<file path="src/core/tbt_pkg.sv">
// Package: constants, register map and carrier types of the timebase interval timer
package tbt_pkg;

  // ----------------------------------------------------------------
  // Counter geometry
  // ----------------------------------------------------------------
  localparam int CNT_W = 21;

  // Clock rate of hclk, taken as the main oscillator frequency
  localparam int HCLK_PERIOD_NS = 25;
  // Count clock is the oscillator divided by two
  localparam int COUNT_DIV = 2;

  // Tap bit = log2(period in oscillator cycles) - 2, since the count clock is osc/2
  // and a bit's carry-out recurs every 2^(bit+1) count clocks.
  // Interval select 00..11: 2^13, 2^15, 2^18, 2^21 oscillator periods
  localparam int IVL_BIT0 = 11;
  localparam int IVL_BIT1 = 13;
  localparam int IVL_BIT2 = 16;
  localparam int IVL_BIT3 = 19;
  // Stabilisation wait select 00..11: 2^14, 2^15, 2^17, 2^18 oscillator periods
  localparam int WAIT_BIT0 = 12;
  localparam int WAIT_BIT1 = 13;
  localparam int WAIT_BIT2 = 15;
  localparam int WAIT_BIT3 = 16;
  // Peripheral clock taps: counter bits whose full period matches each consumer
  localparam int TAP_WDT = 14;
  localparam int TAP_BUZ = 16;
  localparam int TAP_ADC = 14;
  localparam int TAP_LCD = 14;

  // ----------------------------------------------------------------
  // Register map (byte addresses; control sits at index 0x0a)
  // ----------------------------------------------------------------
  localparam logic [7:0] IDX_TBC = 8'h0a;
  localparam logic [7:0] ADDR_TBC = 8'h28;
  localparam logic [7:0] ADDR_SYS = 8'h2c;
  localparam logic [7:0] ADDR_IST = 8'h30;
  localparam logic [7:0] ADDR_IMSK = 8'h34;

  // timebase_control fields
  localparam int TBC_FLAG = 7;
  localparam int TBC_IE = 6;
  localparam int TBC_SEL_HI = 2;
  localparam int TBC_SEL_LO = 1;
  localparam int TBC_CLR = 0;

  // system_clock_control fields
  localparam int SYS_WAIT_HI = 1;
  localparam int SYS_WAIT_LO = 0;
  localparam int SYS_SCS = 2;
  localparam int SYS_STOP = 3;
  localparam int SYS_WDSRC = 4;
  localparam int SYS_READY = 5;
  localparam int SYS_OSC = 6;

  // Interrupt status / mask fields
  localparam int IRQ_W = 2;
  localparam int IST_IVL = 0;
  localparam int IST_WAIT = 1;

  // Reset values
  localparam logic [1:0] RST_IVL_SEL = 2'h0;
  localparam logic [1:0] RST_WAIT_SEL = 2'h3;
  localparam logic RST_SCS = 1'b1;

  // ----------------------------------------------------------------
  // Types
  // ----------------------------------------------------------------
  typedef struct packed {
    logic flag;
    logic irq_en;
    logic [1:0] sel;
  } tbt_ctrl_t;

  typedef struct packed {
    logic [1:0] wait_sel;
    logic main_sel;
    logic stop_req;
    logic wd_src;
  } tbt_sys_t;

  typedef struct packed {
    logic wdt;
    logic buz;
    logic adc;
    logic lcd;
  } tbt_taps_t;

  typedef enum logic [2:0] {
    ST_RUN = 3'h1,
    ST_HALT = 3'h2,
    ST_WAIT = 3'h4
  } tbt_state_t;

endpackage

</file>
<file path="src/core/tbt_tap_ovf.sv">
// Module: carry-out detector on one of four selectable counter bits
`timescale 1ns/10ps
`default_nettype none
module tbt_tap_ovf #(
  parameter int CNT_W = 21,
  parameter int B0 = 0,
  parameter int B1 = 1,
  parameter int B2 = 2,
  parameter int B3 = 3
) (
  // Counter view
  input wire logic [CNT_W-1:0] cnt,
  input wire logic inc,
  // Tap choice
  input wire logic [1:0] sel,
  // Carry-out of chosen bit, valid in the incrementing cycle
  output logic ovf
);

  localparam logic [CNT_W-1:0] M0 = CNT_W'((64'h1 << (B0 + 1)) - 64'h1);
  localparam logic [CNT_W-1:0] M1 = CNT_W'((64'h1 << (B1 + 1)) - 64'h1);
  localparam logic [CNT_W-1:0] M2 = CNT_W'((64'h1 << (B2 + 1)) - 64'h1);
  localparam logic [CNT_W-1:0] M3 = CNT_W'((64'h1 << (B3 + 1)) - 64'h1);

  logic [CNT_W-1:0] mask;

  // Bit overflows when it and all bits below are ones as the counter steps
  always_comb begin
    case (sel)
      2'h0: mask = M0;
      2'h1: mask = M1;
      2'h2: mask = M2;
      default: mask = M3;
    endcase
    ovf = inc && ((cnt & mask) == mask);
  end

endmodule // tbt_tap_ovf
`default_nettype wire

</file>
<file path="src/core/tbt_timer.sv">
// Module: timebase interval timer with AHB-Lite register slave
`timescale 1ns/10ps
`default_nettype none
module tbt_timer #(
  parameter int CNT_W = tbt_pkg::CNT_W
) (
  // Clock and reset
  input wire logic hclk,
  input wire logic hresetn,
  // AHB-Lite slave
  input wire logic hsel,
  input wire logic [31:0] haddr,
  input wire logic [1:0] htrans,
  input wire logic hwrite,
  input wire logic [2:0] hsize,
  input wire logic [31:0] hwdata,
  input wire logic hready,
  output logic hreadyout,
  output logic hresp,
  output logic [31:0] hrdata,
  // Wake-up request from outside (asynchronous pin)
  input wire logic wake_pin,
  // Interrupts
  output logic interval_interrupt_line,
  output logic irq,
  // Clock control and peripheral taps
  output logic main_clock_ready,
  output logic osc_enable,
  output logic wdt_counter_clear,
  output tbt_pkg::tbt_taps_t clk_taps
);

  // ----------------------------------------------------------------
  // Declarations
  // ----------------------------------------------------------------
  tbt_pkg::tbt_ctrl_t ctrl;
  tbt_pkg::tbt_sys_t sys;
  tbt_pkg::tbt_state_t state;
  tbt_pkg::tbt_state_t next_state;
  logic [CNT_W-1:0] cnt;
  logic [tbt_pkg::IRQ_W-1:0] irq_stat;
  logic [tbt_pkg::IRQ_W-1:0] irq_mask;
  logic div_ph;
  logic inc;
  logic ivl_ovf;
  logic wait_ovf;
  logic sw_clr;
  logic mode_clr;
  logic any_clr;
  logic wake_s1;
  logic wake_s2;
  logic wake_q;
  logic wake_rise;
  logic wr_pend;
  logic [7:0] wr_addr;
  logic wr_ok;
  logic rd_req;
  logic addr_ok;
  logic [31:0] rd_data;
  logic wr_tbc;
  logic wr_sys;
  logic wr_ist;
  logic wr_imsk;
  logic osc_on;
  logic leave_main;

  // ----------------------------------------------------------------
  // AHB-Lite front end
  // ----------------------------------------------------------------

  // Zero wait states and OKAY only; the block never needs to stall the bus
  assign hreadyout = 1'b1;
  assign hresp = 1'b0;

  assign addr_ok = (haddr[31:8] == 24'h0);
  assign rd_req = hsel && htrans[1] && hready && !hwrite;

  // Address phase captured for the write data phase
  always_ff @(posedge hclk or negedge hresetn) begin
    if (!hresetn) begin
      wr_pend <= 1'b0;
      wr_addr <= 8'h0;
      wr_ok <= 1'b0;
    end else if (hready) begin
      wr_pend <= hsel && htrans[1] && hwrite;
      wr_addr <= haddr[7:0];
      wr_ok <= addr_ok;
    end
  end

  // Write strobes for the data phase; unmapped addresses hit nothing
  assign wr_tbc = wr_pend && wr_ok && (wr_addr == tbt_pkg::ADDR_TBC);
  assign wr_sys = wr_pend && wr_ok && (wr_addr == tbt_pkg::ADDR_SYS);
  assign wr_ist = wr_pend && wr_ok && (wr_addr == tbt_pkg::ADDR_IST);
  assign wr_imsk = wr_pend && wr_ok && (wr_addr == tbt_pkg::ADDR_IMSK);

  // Read mux; reserved bits and unmapped words read zero
  always_comb begin
    rd_data = 32'h0;
    if (addr_ok) begin
      case (haddr[7:0])
        tbt_pkg::ADDR_TBC: begin
          rd_data[tbt_pkg::TBC_FLAG] = ctrl.flag;
          rd_data[tbt_pkg::TBC_IE] = ctrl.irq_en;
          rd_data[tbt_pkg::TBC_SEL_HI:tbt_pkg::TBC_SEL_LO] = ctrl.sel;
          rd_data[tbt_pkg::TBC_CLR] = 1'b1;
        end
        tbt_pkg::ADDR_SYS: begin
          rd_data[tbt_pkg::SYS_WAIT_HI:tbt_pkg::SYS_WAIT_LO] = sys.wait_sel;
          rd_data[tbt_pkg::SYS_SCS] = sys.main_sel;
          rd_data[tbt_pkg::SYS_STOP] = sys.stop_req;
          rd_data[tbt_pkg::SYS_WDSRC] = sys.wd_src;
          rd_data[tbt_pkg::SYS_READY] = main_clock_ready;
          rd_data[tbt_pkg::SYS_OSC] = osc_on;
        end
        tbt_pkg::ADDR_IST: rd_data[tbt_pkg::IRQ_W-1:0] = irq_stat;
        tbt_pkg::ADDR_IMSK: rd_data[tbt_pkg::IRQ_W-1:0] = irq_mask;
        default: rd_data = 32'h0;
      endcase
    end
  end

  // Read data registered at the address phase so it stands in the data phase
  always_ff @(posedge hclk or negedge hresetn) begin
    if (!hresetn) begin
      hrdata <= 32'h0;
    end else if (rd_req) begin
      hrdata <= rd_data;
    end
  end

  // ----------------------------------------------------------------
  // Wake-up pin synchroniser
  // ----------------------------------------------------------------

  // Two flops before use; the edge detector compares the second with its delayed copy
  always_ff @(posedge hclk or negedge hresetn) begin
    if (!hresetn) begin
      wake_s1 <= 1'b0;
      wake_s2 <= 1'b0;
      wake_q <= 1'b0;
    end else begin
      wake_s1 <= wake_pin;
      wake_s2 <= wake_s1;
      wake_q <= wake_s2;
    end
  end

  assign wake_rise = wake_s2 && !wake_q;

  // ----------------------------------------------------------------
  // Control registers
  // ----------------------------------------------------------------

  // Interval enable and select; the flag lives in its own process
  always_ff @(posedge hclk or negedge hresetn) begin
    if (!hresetn) begin
      ctrl.irq_en <= 1'b0;
      ctrl.sel <= tbt_pkg::RST_IVL_SEL;
    end else if (wr_tbc) begin
      ctrl.irq_en <= hwdata[tbt_pkg::TBC_IE];
      ctrl.sel <= hwdata[tbt_pkg::TBC_SEL_HI:tbt_pkg::TBC_SEL_LO];
    end
  end

  // Clear bit is a strobe only: zero clears, one is ignored, nothing is stored
  assign sw_clr = wr_tbc && !hwdata[tbt_pkg::TBC_CLR];

  // System clock settings; a wake-up edge ends stop mode from hardware
  always_ff @(posedge hclk or negedge hresetn) begin
    if (!hresetn) begin
      sys.wait_sel <= tbt_pkg::RST_WAIT_SEL;
      sys.main_sel <= tbt_pkg::RST_SCS;
      sys.stop_req <= 1'b0;
      sys.wd_src <= 1'b0;
    end else begin
      if (wr_sys) begin
        sys.wait_sel <= hwdata[tbt_pkg::SYS_WAIT_HI:tbt_pkg::SYS_WAIT_LO];
        sys.main_sel <= hwdata[tbt_pkg::SYS_SCS];
        sys.wd_src <= hwdata[tbt_pkg::SYS_WDSRC];
        sys.stop_req <= hwdata[tbt_pkg::SYS_STOP];
      end
      if (wake_rise && sys.stop_req) begin
        sys.stop_req <= 1'b0;
      end
    end
  end

  // ----------------------------------------------------------------
  // Oscillator mode sequencer
  // ----------------------------------------------------------------

  // Oscillator is off while stop is requested or the subclock is chosen
  assign leave_main = sys.stop_req || !sys.main_sel;

  always_comb begin
    next_state = state;
    case (state)
      tbt_pkg::ST_RUN: begin
        if (leave_main) begin
          next_state = tbt_pkg::ST_HALT;
        end
      end
      tbt_pkg::ST_HALT: begin
        if (!leave_main) begin
          next_state = tbt_pkg::ST_WAIT;
        end
      end
      tbt_pkg::ST_WAIT: begin
        if (leave_main) begin
          next_state = tbt_pkg::ST_HALT;
        end else if (wait_ovf) begin
          next_state = tbt_pkg::ST_RUN;
        end
      end
      default: next_state = tbt_pkg::ST_HALT;
    endcase
  end

  // Reset behaves as power-on: oscillator starts, so a full wait is timed
  always_ff @(posedge hclk or negedge hresetn) begin
    if (!hresetn) begin
      state <= tbt_pkg::ST_WAIT;
    end else begin
      state <= next_state;
    end
  end

  assign osc_on = (state != tbt_pkg::ST_HALT);
  assign osc_enable = osc_on;
  assign main_clock_ready = (state == tbt_pkg::ST_RUN);

  // Entering halt clears the counter; it is already zero when halt ends,
  // so the wait after wake-up always counts from zero
  assign mode_clr = (state != tbt_pkg::ST_HALT) && (next_state == tbt_pkg::ST_HALT);
  assign any_clr = sw_clr || mode_clr;

  // ----------------------------------------------------------------
  // Count clock divider and counter
  // ----------------------------------------------------------------

  // One-cycle enable every second hclk; the divider stays in step with the
  // counter clear so the first count after a clear is a full count period
  always_ff @(posedge hclk or negedge hresetn) begin
    if (!hresetn) begin
      div_ph <= 1'b0;
    end else if (any_clr || !osc_on) begin
      div_ph <= 1'b0;
    end else begin
      div_ph <= !div_ph;
    end
  end

  assign inc = osc_on && div_ph;

  // 21-bit up-counter; a clear beats a step in the same cycle
  always_ff @(posedge hclk or negedge hresetn) begin
    if (!hresetn) begin
      cnt <= '0;
    end else if (any_clr) begin
      cnt <= '0;
    end else if (inc) begin
      cnt <= cnt + CNT_W'(1);
    end
  end

  // ----------------------------------------------------------------
  // Tap overflow detectors
  // ----------------------------------------------------------------

  // Interval tap: select 11 is bit 19, i.e. 2^21 oscillator periods
  tbt_tap_ovf #(
    .CNT_W(CNT_W),
    .B0(tbt_pkg::IVL_BIT0),
    .B1(tbt_pkg::IVL_BIT1),
    .B2(tbt_pkg::IVL_BIT2),
    .B3(tbt_pkg::IVL_BIT3)
  ) u_ivl_tap (
    .cnt(cnt),
    .inc(inc),
    .sel(ctrl.sel),
    .ovf(ivl_ovf)
  );

  // Stabilisation tap chosen by the wait select field
  tbt_tap_ovf #(
    .CNT_W(CNT_W),
    .B0(tbt_pkg::WAIT_BIT0),
    .B1(tbt_pkg::WAIT_BIT1),
    .B2(tbt_pkg::WAIT_BIT2),
    .B3(tbt_pkg::WAIT_BIT3)
  ) u_wait_tap (
    .cnt(cnt),
    .inc(inc),
    .sel(sys.wait_sel),
    .ovf(wait_ovf)
  );

  // ----------------------------------------------------------------
  // Interval flag and interrupts
  // ----------------------------------------------------------------

  // Set beats a software clear; a counter clear in the same cycle
  // suppresses the set, since the overflow never really happened
  always_ff @(posedge hclk or negedge hresetn) begin
    if (!hresetn) begin
      ctrl.flag <= 1'b0;
    end else if (ivl_ovf && !any_clr) begin
      ctrl.flag <= 1'b1;
    end else if (wr_tbc && !hwdata[tbt_pkg::TBC_FLAG]) begin
      ctrl.flag <= 1'b0;
    end
  end

  // Level request; software must clear the flag or the enable to drop it
  assign interval_interrupt_line = ctrl.flag && ctrl.irq_en;

  // Sticky event bits, write one to clear, set wins
  always_ff @(posedge hclk or negedge hresetn) begin
    if (!hresetn) begin
      irq_stat <= '0;
    end else begin
      if (wr_ist) begin
        irq_stat <= irq_stat & ~hwdata[tbt_pkg::IRQ_W-1:0];
      end
      if (ivl_ovf && !any_clr) begin
        irq_stat[tbt_pkg::IST_IVL] <= 1'b1;
      end
      if (state == tbt_pkg::ST_WAIT && next_state == tbt_pkg::ST_RUN) begin
        irq_stat[tbt_pkg::IST_WAIT] <= 1'b1;
      end
    end
  end

  // Mask register
  always_ff @(posedge hclk or negedge hresetn) begin
    if (!hresetn) begin
      irq_mask <= '0;
    end else if (wr_imsk) begin
      irq_mask <= hwdata[tbt_pkg::IRQ_W-1:0];
    end
  end

  assign irq = |(irq_stat & irq_mask);

  // ----------------------------------------------------------------
  // Peripheral clock taps
  // ----------------------------------------------------------------

  // Taps are counter bits, so any clear restarts them low mid-period;
  // consumers must tolerate a short high or long low phase
  always_comb begin
    clk_taps.wdt = cnt[tbt_pkg::TAP_WDT];
    clk_taps.buz = cnt[tbt_pkg::TAP_BUZ];
    clk_taps.adc = cnt[tbt_pkg::TAP_ADC];
    clk_taps.lcd = cnt[tbt_pkg::TAP_LCD];
  end

  // Watchdog follows our clears only while it counts our tap
  always_ff @(posedge hclk or negedge hresetn) begin
    if (!hresetn) begin
      wdt_counter_clear <= 1'b0;
    end else begin
      wdt_counter_clear <= any_clr && !sys.wd_src;
    end
  end

endmodule // tbt_timer
`default_nettype wire

</file>
<file path="config.mk">
export PLATFORM = sky130hd
export DESIGN_NAME = tbt_timer
export DESIGN_NICKNAME = d
export VERILOG_FILES = /design/src/core/tbt_pkg.sv /design/src/core/tbt_tap_ovf.sv /design/src/core/tbt_timer.sv
export SDC_FILE = /design/constraint.sdc
export NUM_CORES = 1
export LEC_CHECK = 0
export CORE_MARGIN = 2
export CORE_UTILIZATION = 56
export CTS_BUF_LIST = sky130_fd_sc_hd__clkbuf_8
export DETAILED_ROUTE_END_ITERATION = 7
export DONT_BUFFER_PORTS = 1
export GPL_TIMING_DRIVEN = 0
export PLACE_DENSITY = 0.77
export SYNTH_ARGS = -nofsm -noshare
export SYNTH_HDL_FRONTEND = slang
export SYNTH_SLANG_ARGS = --single-unit
</file>
<file path="constraint.sdc">
create_clock -name hclk -period 5.2 [get_ports hclk]
set_clock_uncertainty 0.15 [all_clocks]
set_input_delay 0.78 -clock hclk [delete_from_list [all_inputs] [get_ports hclk]]
set_output_delay 0.78 -clock hclk [all_outputs]
set_load 0.01 [all_outputs]
</file>
==> results_dict.tcl, run 1 <==
set metrics [dict create \
    status "complete, no violations" \
    die_area_um2 6070 \
    h-tree-depth 3 \
    grt_max_degree 56 \
    synth-seq-area-share_pct 48.4 \
    ant_nets 0 \
    io_pins 118 \
    busiest_layer "met2" \
    p_sw_share_pct 22.8 \
    drc 0 \
    ys_ff_latch 59 \
    pwr-share-comb_pct 5.7 \
    vias 2305 \
    layout-drive-gt1-share_pct 22.5 \
    use_met3_pct 8.72 \
    grt_pass1_wl_um 10500 \
    finalSetupViolCount 0 \
    cts_buffers 9 \
    core_area_um2 5170 \
    met1_usage_pct 27.5 \
    synth_area_um2 3060 \
    crit_arrival_ns 2.77 \
    fillers 430 \
    post_drt_wl_per_cell_um 15.2 \
    regArea_um2 1480 \
    viasPerCell 5.59 \
    setup-tns-final_ns 0 \
    max_freq_mhz 369 \
    rsz0062_at_grt "false" \
    multi_input_area_um2 1360 \
    critPathMaxFanout 10 \
    row_count 26 \
    start_kind "flip-flop" \
    cts_sinks 59 \
    drt_iter0_markers 107 \
    p_seq_share_pct 47.8 \
    p_total_uw 996 \
    grt_pass1_vias 2292 \
    drt-pass1-iter-count 4 \
    finalCritPeriodShare_pct 52.2 \
    synth_area_per_cell_um2 10.2 \
    hold_path_class "in2async" \
    clkSlewWorstSetupHoldPaths_ns 0.07 \
    p_clk_share_pct 46.5 \
    worst_pin_slew_ns 0.767 \
    max-vdd-ir-drop_mv 0.205 \
    synth-edff-count 0 \
    clock_latency_ns 0.35 \
    crit_required_ns 5.26 \
    post-route-min-period_ns 2.71 \
    synth_top_area_share_pct 45.0 \
    hold_violations 0 \
    ys.flop_type "dfrtp_1" \
    area_delta_synth_final_pct 14.1 \
    dpl.hpwl_um 4420 \
    synth_top_area_cell "dfrtp_1" \
    drt-total-wl_um 6260 \
    die_x_um 77.9 \
    clockBufferDepth 2 \
    endpoint_kind "flip-flop" \
    synthCells 301 \
    groute.usage.overall_pct 22.4 \
    place_congestion 0.834 \
    leakage_uw 0.00154 \
    fin_util_pct 67.5 \
    die_y_um 77.9 \
    dp_slack_ns 2.57 \
    diodes 0 \
    critPathKind "reg2reg" \
    fin_nets 413 \
    yosys_warnings 0 \
    drv_cap 0 \
    setup_slack_ns 2.49 \
    grt.overflow.total 0 \
    post-cts-setup-buffer-count 0 \
    maxSlewViolCount 0 \
    yosysUniqueCellTypes 55 \
    root_buffer "clkbuf_8" \
    synth_area_leaders "dfrtp_1 45%, buf_4 7.4%, mux2_2 5.5%" \
    power_density_nw_per_um2 285 \
    maxSlewHeadroom_pct 48.8 \
    start_util_pct 59.1 \
    io_buffers 0 \
    p_int_uw 769 \
    p_switching_uw 227 \
    ys_async_sr_fraction_pct 100 \
    antenna_found_initial 0 \
    cts_tree "done" \
    use_met2_pct 35.5 \
]
layer usage:
| layer | wire (µm) | vias up |
|---|---|---|
| met5 | 0 | - |
| met2 | 3010 | 67 |
| li1 | - | 1104 |
| met4 | 89 | 0 |
| met3 | 401 | 8 |
| met1 | 2750 | 1126 |
placed cells by master, fill, tap and decap left out, types with 3 or more instances in the layout:
cell	instances
a21oi_1	13
buf_2	3
buf_4	30
clkbuf_1	4
clkbuf_8	9
clkinv_4	4
conb_1	26
dfrtp_1	55
dfstp_2	4
inv_1	9
mux2_2	15
nand2_1	24
nand3_1	10
nand4_1	6
nor2_1	13
nor2b_1	7
nor3_1	4
nor4_1	5
o21ai_0	23
o31ai_1	8
or3_1	7
or4_1	6
xnor2_1	7
kinds of logic after synthesis:
logic type | share of synthesized area (%)
buffers and inverters | 9.94
AO/OA/AOI/OAI | 11.7
other | 0.246
flip-flops | 48.4
multiplexers | 6.18
adder cells (fa/ha/maj) | 0.409
XOR/XNOR | 2.58
AND/OR/NAND/NOR | 20.5
power groups by stage:
| stage | Sequential [µW] | Clock, µW | Combinational (µW) |
|---|---|---|---|
| 2_1_floorplan | 481 | 0 | 42.4 |
| 3_3_place_gp | 483 | 0 | 44.7 |
| 3_5_place_dp | 484 | 0 | 45.7 |
| 4_1_cts | 475 | 475 | 56.7 |
| 5_1_grt | 476 | 497 | 62.9 |
| 6_report | 475 | 463 | 57.0 |
critical path, stage by stage (launching register included):
cell and delay, ns:
dfrtp_1 0.38, nor4b_1 0.64, nand3_1 0.42, o2bb2ai_1 0.57
buf_2 0.34, a21oi_1 0.07
stage by stage:
step	instances	hold WS [ns]	area [µm²]
after floorplan	325	0.181	3150
after global placement	395	0.187	3240
after detailed placement	395	0.195	3240
after CTS	412	0.114	3490
after global routing	412	0.0972	3490
final	412	0.126	3490
state kept, by name (all words and copies together) (netlist names):
name	flops
cnt	20
hrdata	8
wr_addr	8
sys	5
ctrl	4
state	3
irq_mask	2
irq_stat	2
div_ph	1
wake_q	1
wake_s1	1
wake_s2	1
wdt_counter_clear	1
wr_ok	1
wr_pend	1
cells in the mapped netlist (2+ instances only):
master,instances
a21oi_1,13
and3_1,2
and4b_1,2
buf_2,3
buf_4,30
clkbuf_1,4
conb_1,2
dfrtp_1,55
dfstp_2,4
inv_1,9
mux2_2,15
mux2i_1,2
nand2_1,24
nand2b_1,2
nand3_1,10
nand4_1,6
nand4b_1,2
nor2_1,13
nor2b_1,7
nor3_1,4
nor3b_1,2
nor4_1,5
nor4b_1,2
nor4bb_1,2
o21ai_0,23
o31ai_1,8
o41ai_1,2
or2_2,2
or3_1,7
or4_1,6
or4b_4,2
xnor2_1,7
xor2_1,2
timing repair:
action	CTS	global route
hold buffers	1	0
endpoints found under the hold margin	55	0
resized for setup	0	0
worst paths after layout:
| path | start | to | slack, ns | cells after the start |
|---|---|---|---|---|
| worst min register to register | wake_s1$_DFF_PN0_ | wake_s2$_DFF_PN0_ | 0.21 | 0 |
| max in group asynchronous | hresetn | cnt[5]$_DFFE_PN0P_ | 4.52 | 1 |
| worst max-delay path | wr_addr[1]$_DFFE_PN0P_ | cnt[16]$_DFFE_PN0P_ | 2.49 | 5 |
| worst min-delay path | hresetn | state[2]$_DFF_PN1_ | 0.13 | 0 |
| min in group hclk | wake_s1$_DFF_PN0_ | wake_s2$_DFF_PN0_ | 0.21 | 0 |
| worst max register to register | wr_addr[1]$_DFFE_PN0P_ | cnt[16]$_DFFE_PN0P_ | 2.49 | 5 |
layout make-up:
type | instances | share of cell area [%]
buffer | 39 | 7.74
clock buffer | 9 | 3.55
clock inverter | 7 | 2.94
inverter | 9 | 0.968
multi-input combinational | 218 | 39.0
sequential | 59 | 42.5
tap | 70 | 2.51
timing repair buffer | 1 | 0.789
No activity file was read; power rests on OpenSTA's default activity.
==> run 2: changes to the inputs <==
Settings changed: ABC_AREA set to 1, PLACE_DENSITY 0.77 to 0.8.
Clock period 5.2 ns to 2.4 ns, I/O delays scaled along.
==> run 2 against run 1 <==
Effect of this change: non-clock buffer count fell by 1; setup slack got worse by 1.8 ns; register-to-register slack got worse by 1.8 ns; cell count rose by 32%; count of clock-buffer cells in the layout rose by 1; sequential share of layout area fell by 4.0 points; critical path type is now reg2out; critical endpoint is now main_clock_ready; highest routed layer unchanged.
==> results_dict.tcl, run 2 <==
set metrics [dict create \
    status "complete, no violations" \
    drc 0 \
    crit_arrival_ns 1.22 \
    ys.flop_type "dfrtp_1" \
    power_density_nw_per_um2 642 \
    crit_required_ns 1.89 \
    p_clk_share_pct 30.8 \
    finalCritPeriodShare_pct 72.0 \
    cts_sinks 59 \
    p_total_uw 2470 \
    critPathMaxFanout 4 \
    groute.usage.overall_pct 22.3 \
    finalSetupViolCount 0 \
    synth_top_area_cell "dfrtp_1" \
    critical-path-top-delay-family "flip-flops" \
    row_count 28 \
    area_delta_synth_final_pct 12.0 \
    post-cts-setup-buffer-count 0 \
    grt.overflow.total 0 \
    synth-edff-count 0 \
    yosysUniqueCellTypes 46 \
    synth_area_um2 3440 \
    drt-pass1-iter-count 4 \
    grt_pass1_wl_um 11500 \
    top_register "cnt" \
    final_cell_mix "107 x nand2_1, 55 x dfrtp_1, 47 x nor2_1, 40 x inv_1, 31 x buf_4" \
    yosysMostFrequentCell "nand2_1" \
    synth-seq-area-share_pct 43.0 \
    synth_common_cells "107 x nand2_1, 55 x dfrtp_1, 47 x nor2_1" \
    layout_commonest_cell "nand2_1" \
    grt_pass1_vias 2482 \
    setup-tns-final_ns 0 \
    critPathKind "reg2out" \
    fin_nets 539 \
    largest_register_ffs 20 \
    slowest_stage "dfstp_2" \
    crit_chain "inv_2 > nand3_1 > inv_1" \
    core_area_um2 5920 \
    die_x_um 82.4 \
    place_congestion 0.888 \
    synth_top_area_share_pct 40.0 \
    dpl.hpwl_um 5310 \
    drv_cap 0 \
    io_buffers 0 \
    yosys_warnings 0 \
    grt_max_degree 60 \
    rsz0062_at_grt "false" \
    antenna_found_initial 0 \
    max-vdd-ir-drop_mv 0.384 \
    p_sw_share_pct 34.2 \
    start_util_pct 58.2 \
    hold_path_class "in2reg" \
    ys_ff_latch 59 \
    root_buffer "clkbuf_8" \
    p_switching_uw 847 \
    max_freq_mhz 579 \
    endpoint_kind "primary output" \
    post-route-min-period_ns 1.73 \
    die_area_um2 6790 \
    maxSlewViolCount 0 \
    p_int_uw 1630 \
    clock_latency_ns 0.34 \
    top_regs "cnt x20, hrdata x8, wr_addr x8" \
    die_y_um 82.4 \
    viasPerCell 4.97 \
    drt-total-wl_um 6940 \
    cts_buffers 9 \
    start_kind "flip-flop" \
    ys_async_sr_fraction_pct 100 \
    hold_violations 0 \
    layout-drive-gt1-share_pct 22.1 \
    vias 2694 \
    drt_iter0_markers 108 \
    synth_area_leaders "dfrtp_1 40%, nand2_1 12%, buf_4 6.8%" \
    diodes 0 \
    post_drt_wl_per_cell_um 12.8 \
    synthCells 423 \
    synth_area_per_cell_um2 8.14 \
    max_stage_delay_ns 0.54 \
    clockBufferDepth 2 \
    cts_tree "done" \
    clkSlewWorstSetupHoldPaths_ns 0.06 \
    ant_nets 0 \
    h-tree-depth 3 \
    p_seq_share_pct 44.6 \
    pwr-share-comb_pct 24.5 \
    leakage_uw 0.00192 \
    io_pins 118 \
    path_buf_inv 2 \
]
## run 2: cell type report
cell class                 count  area (µm²)
clock buffer                  10         138
sequential                    59        1480
tap                           75        93.8
timing repair buffer           5        67.6
buffer                        34         253
clock inverter                 5        23.8
inverter                      43         164
fill                         517        2060
multi-input combinational    311        1640
## run 2: power groups by stage
| stage | sequential (µW) | combinational (µW) | clock, µW |
|---|---|---|---|
| after global placement | 1120 | 571 | 0 |
| final | 1100 | 607 | 763 |
| after floorplan | 1110 | 484 | 0 |
| after detailed placement | 1120 | 583 | 0 |
| after global routing | 1110 | 680 | 817 |
| after CTS | 1100 | 614 | 768 |
## run 2: what timing repair did
item	in CTS	in global routing
resized for setup	0	0
hold buffers	5	0
hold endpoints to repair	62	0
## run 2: through the flow
step | hold slack, ns | utilization [%] | instance area [µm²] | setup slack [ns] | std cells
finish | 0.00873 | 65.1 | 3860 | 0.673 | 542
detailed placement | -0.0842 | 61.3 | 3630 | 0.694 | 522
CTS | 0.00952 | 65.1 | 3860 | 0.657 | 542
floorplan | -0.0856 | - | 3530 | 0.864 | 447
global placement | -0.0833 | 61.3 | 3630 | 0.713 | 522
global route | 0.0131 | 65.1 | 3860 | 0.582 | 542
## run 2: kinds of logic (layout without fill, tap and decap cells)
family / Yosys count / in the layout / synth area share, %
and+or+nand+nor: 237 / 237 / 35.3
buffers and inverters: 77 / 97 / 12.1
DFF: 59 / 59 / 43.0
AOI/OAI and AO/OA: 38 / 38 / 6.58
xor gates and xnor gates: 7 / 7 / 1.78
other: 2 / 26 / 0.218
muxes: 2 / 2 / 0.654
adders and majority gates: 1 / 1 / 0.363
## run 2: per-layer routing
| layer | track usage, % | wire length, µm | up-vias |
|---|---|---|---|
| met4 | 9.67 | 114 | 0 |
| li1 | - | - | 1372 |
| met3 | 5.43 | 467 | 11 |
| met1 | 30.4 | 3080 | 1238 |
| met2 | 33.8 | 3280 | 73 |
| met5 | 0 | 0 | - |
## run 2: path summary, 6_finish.rpt
path / endpoint / depth (start not counted) / slack (ns) / start
max in group asynchronous: sys[2]$_DFFE_PN1P_ / 2 / 1.42 / hresetn
min in group asynchronous: cnt[18]$_DFFE_PN0P_ / 2 / 0.39 / hresetn
setup / recovery: main_clock_ready / 3 / 0.67 / state[2]$_DFF_PN1_
hold / removal: wr_addr[6]$_DFFE_PN0P_ / 2 / 0.009 / haddr[6]
setup reg to reg: cnt[14]$_DFFE_PN0P_ / 10 / 0.70 / cnt[0]$_DFFE_PN0P_
hold reg to reg: wake_s2$_DFF_PN0_ / 0 / 0.21 / wake_s1$_DFF_PN0_
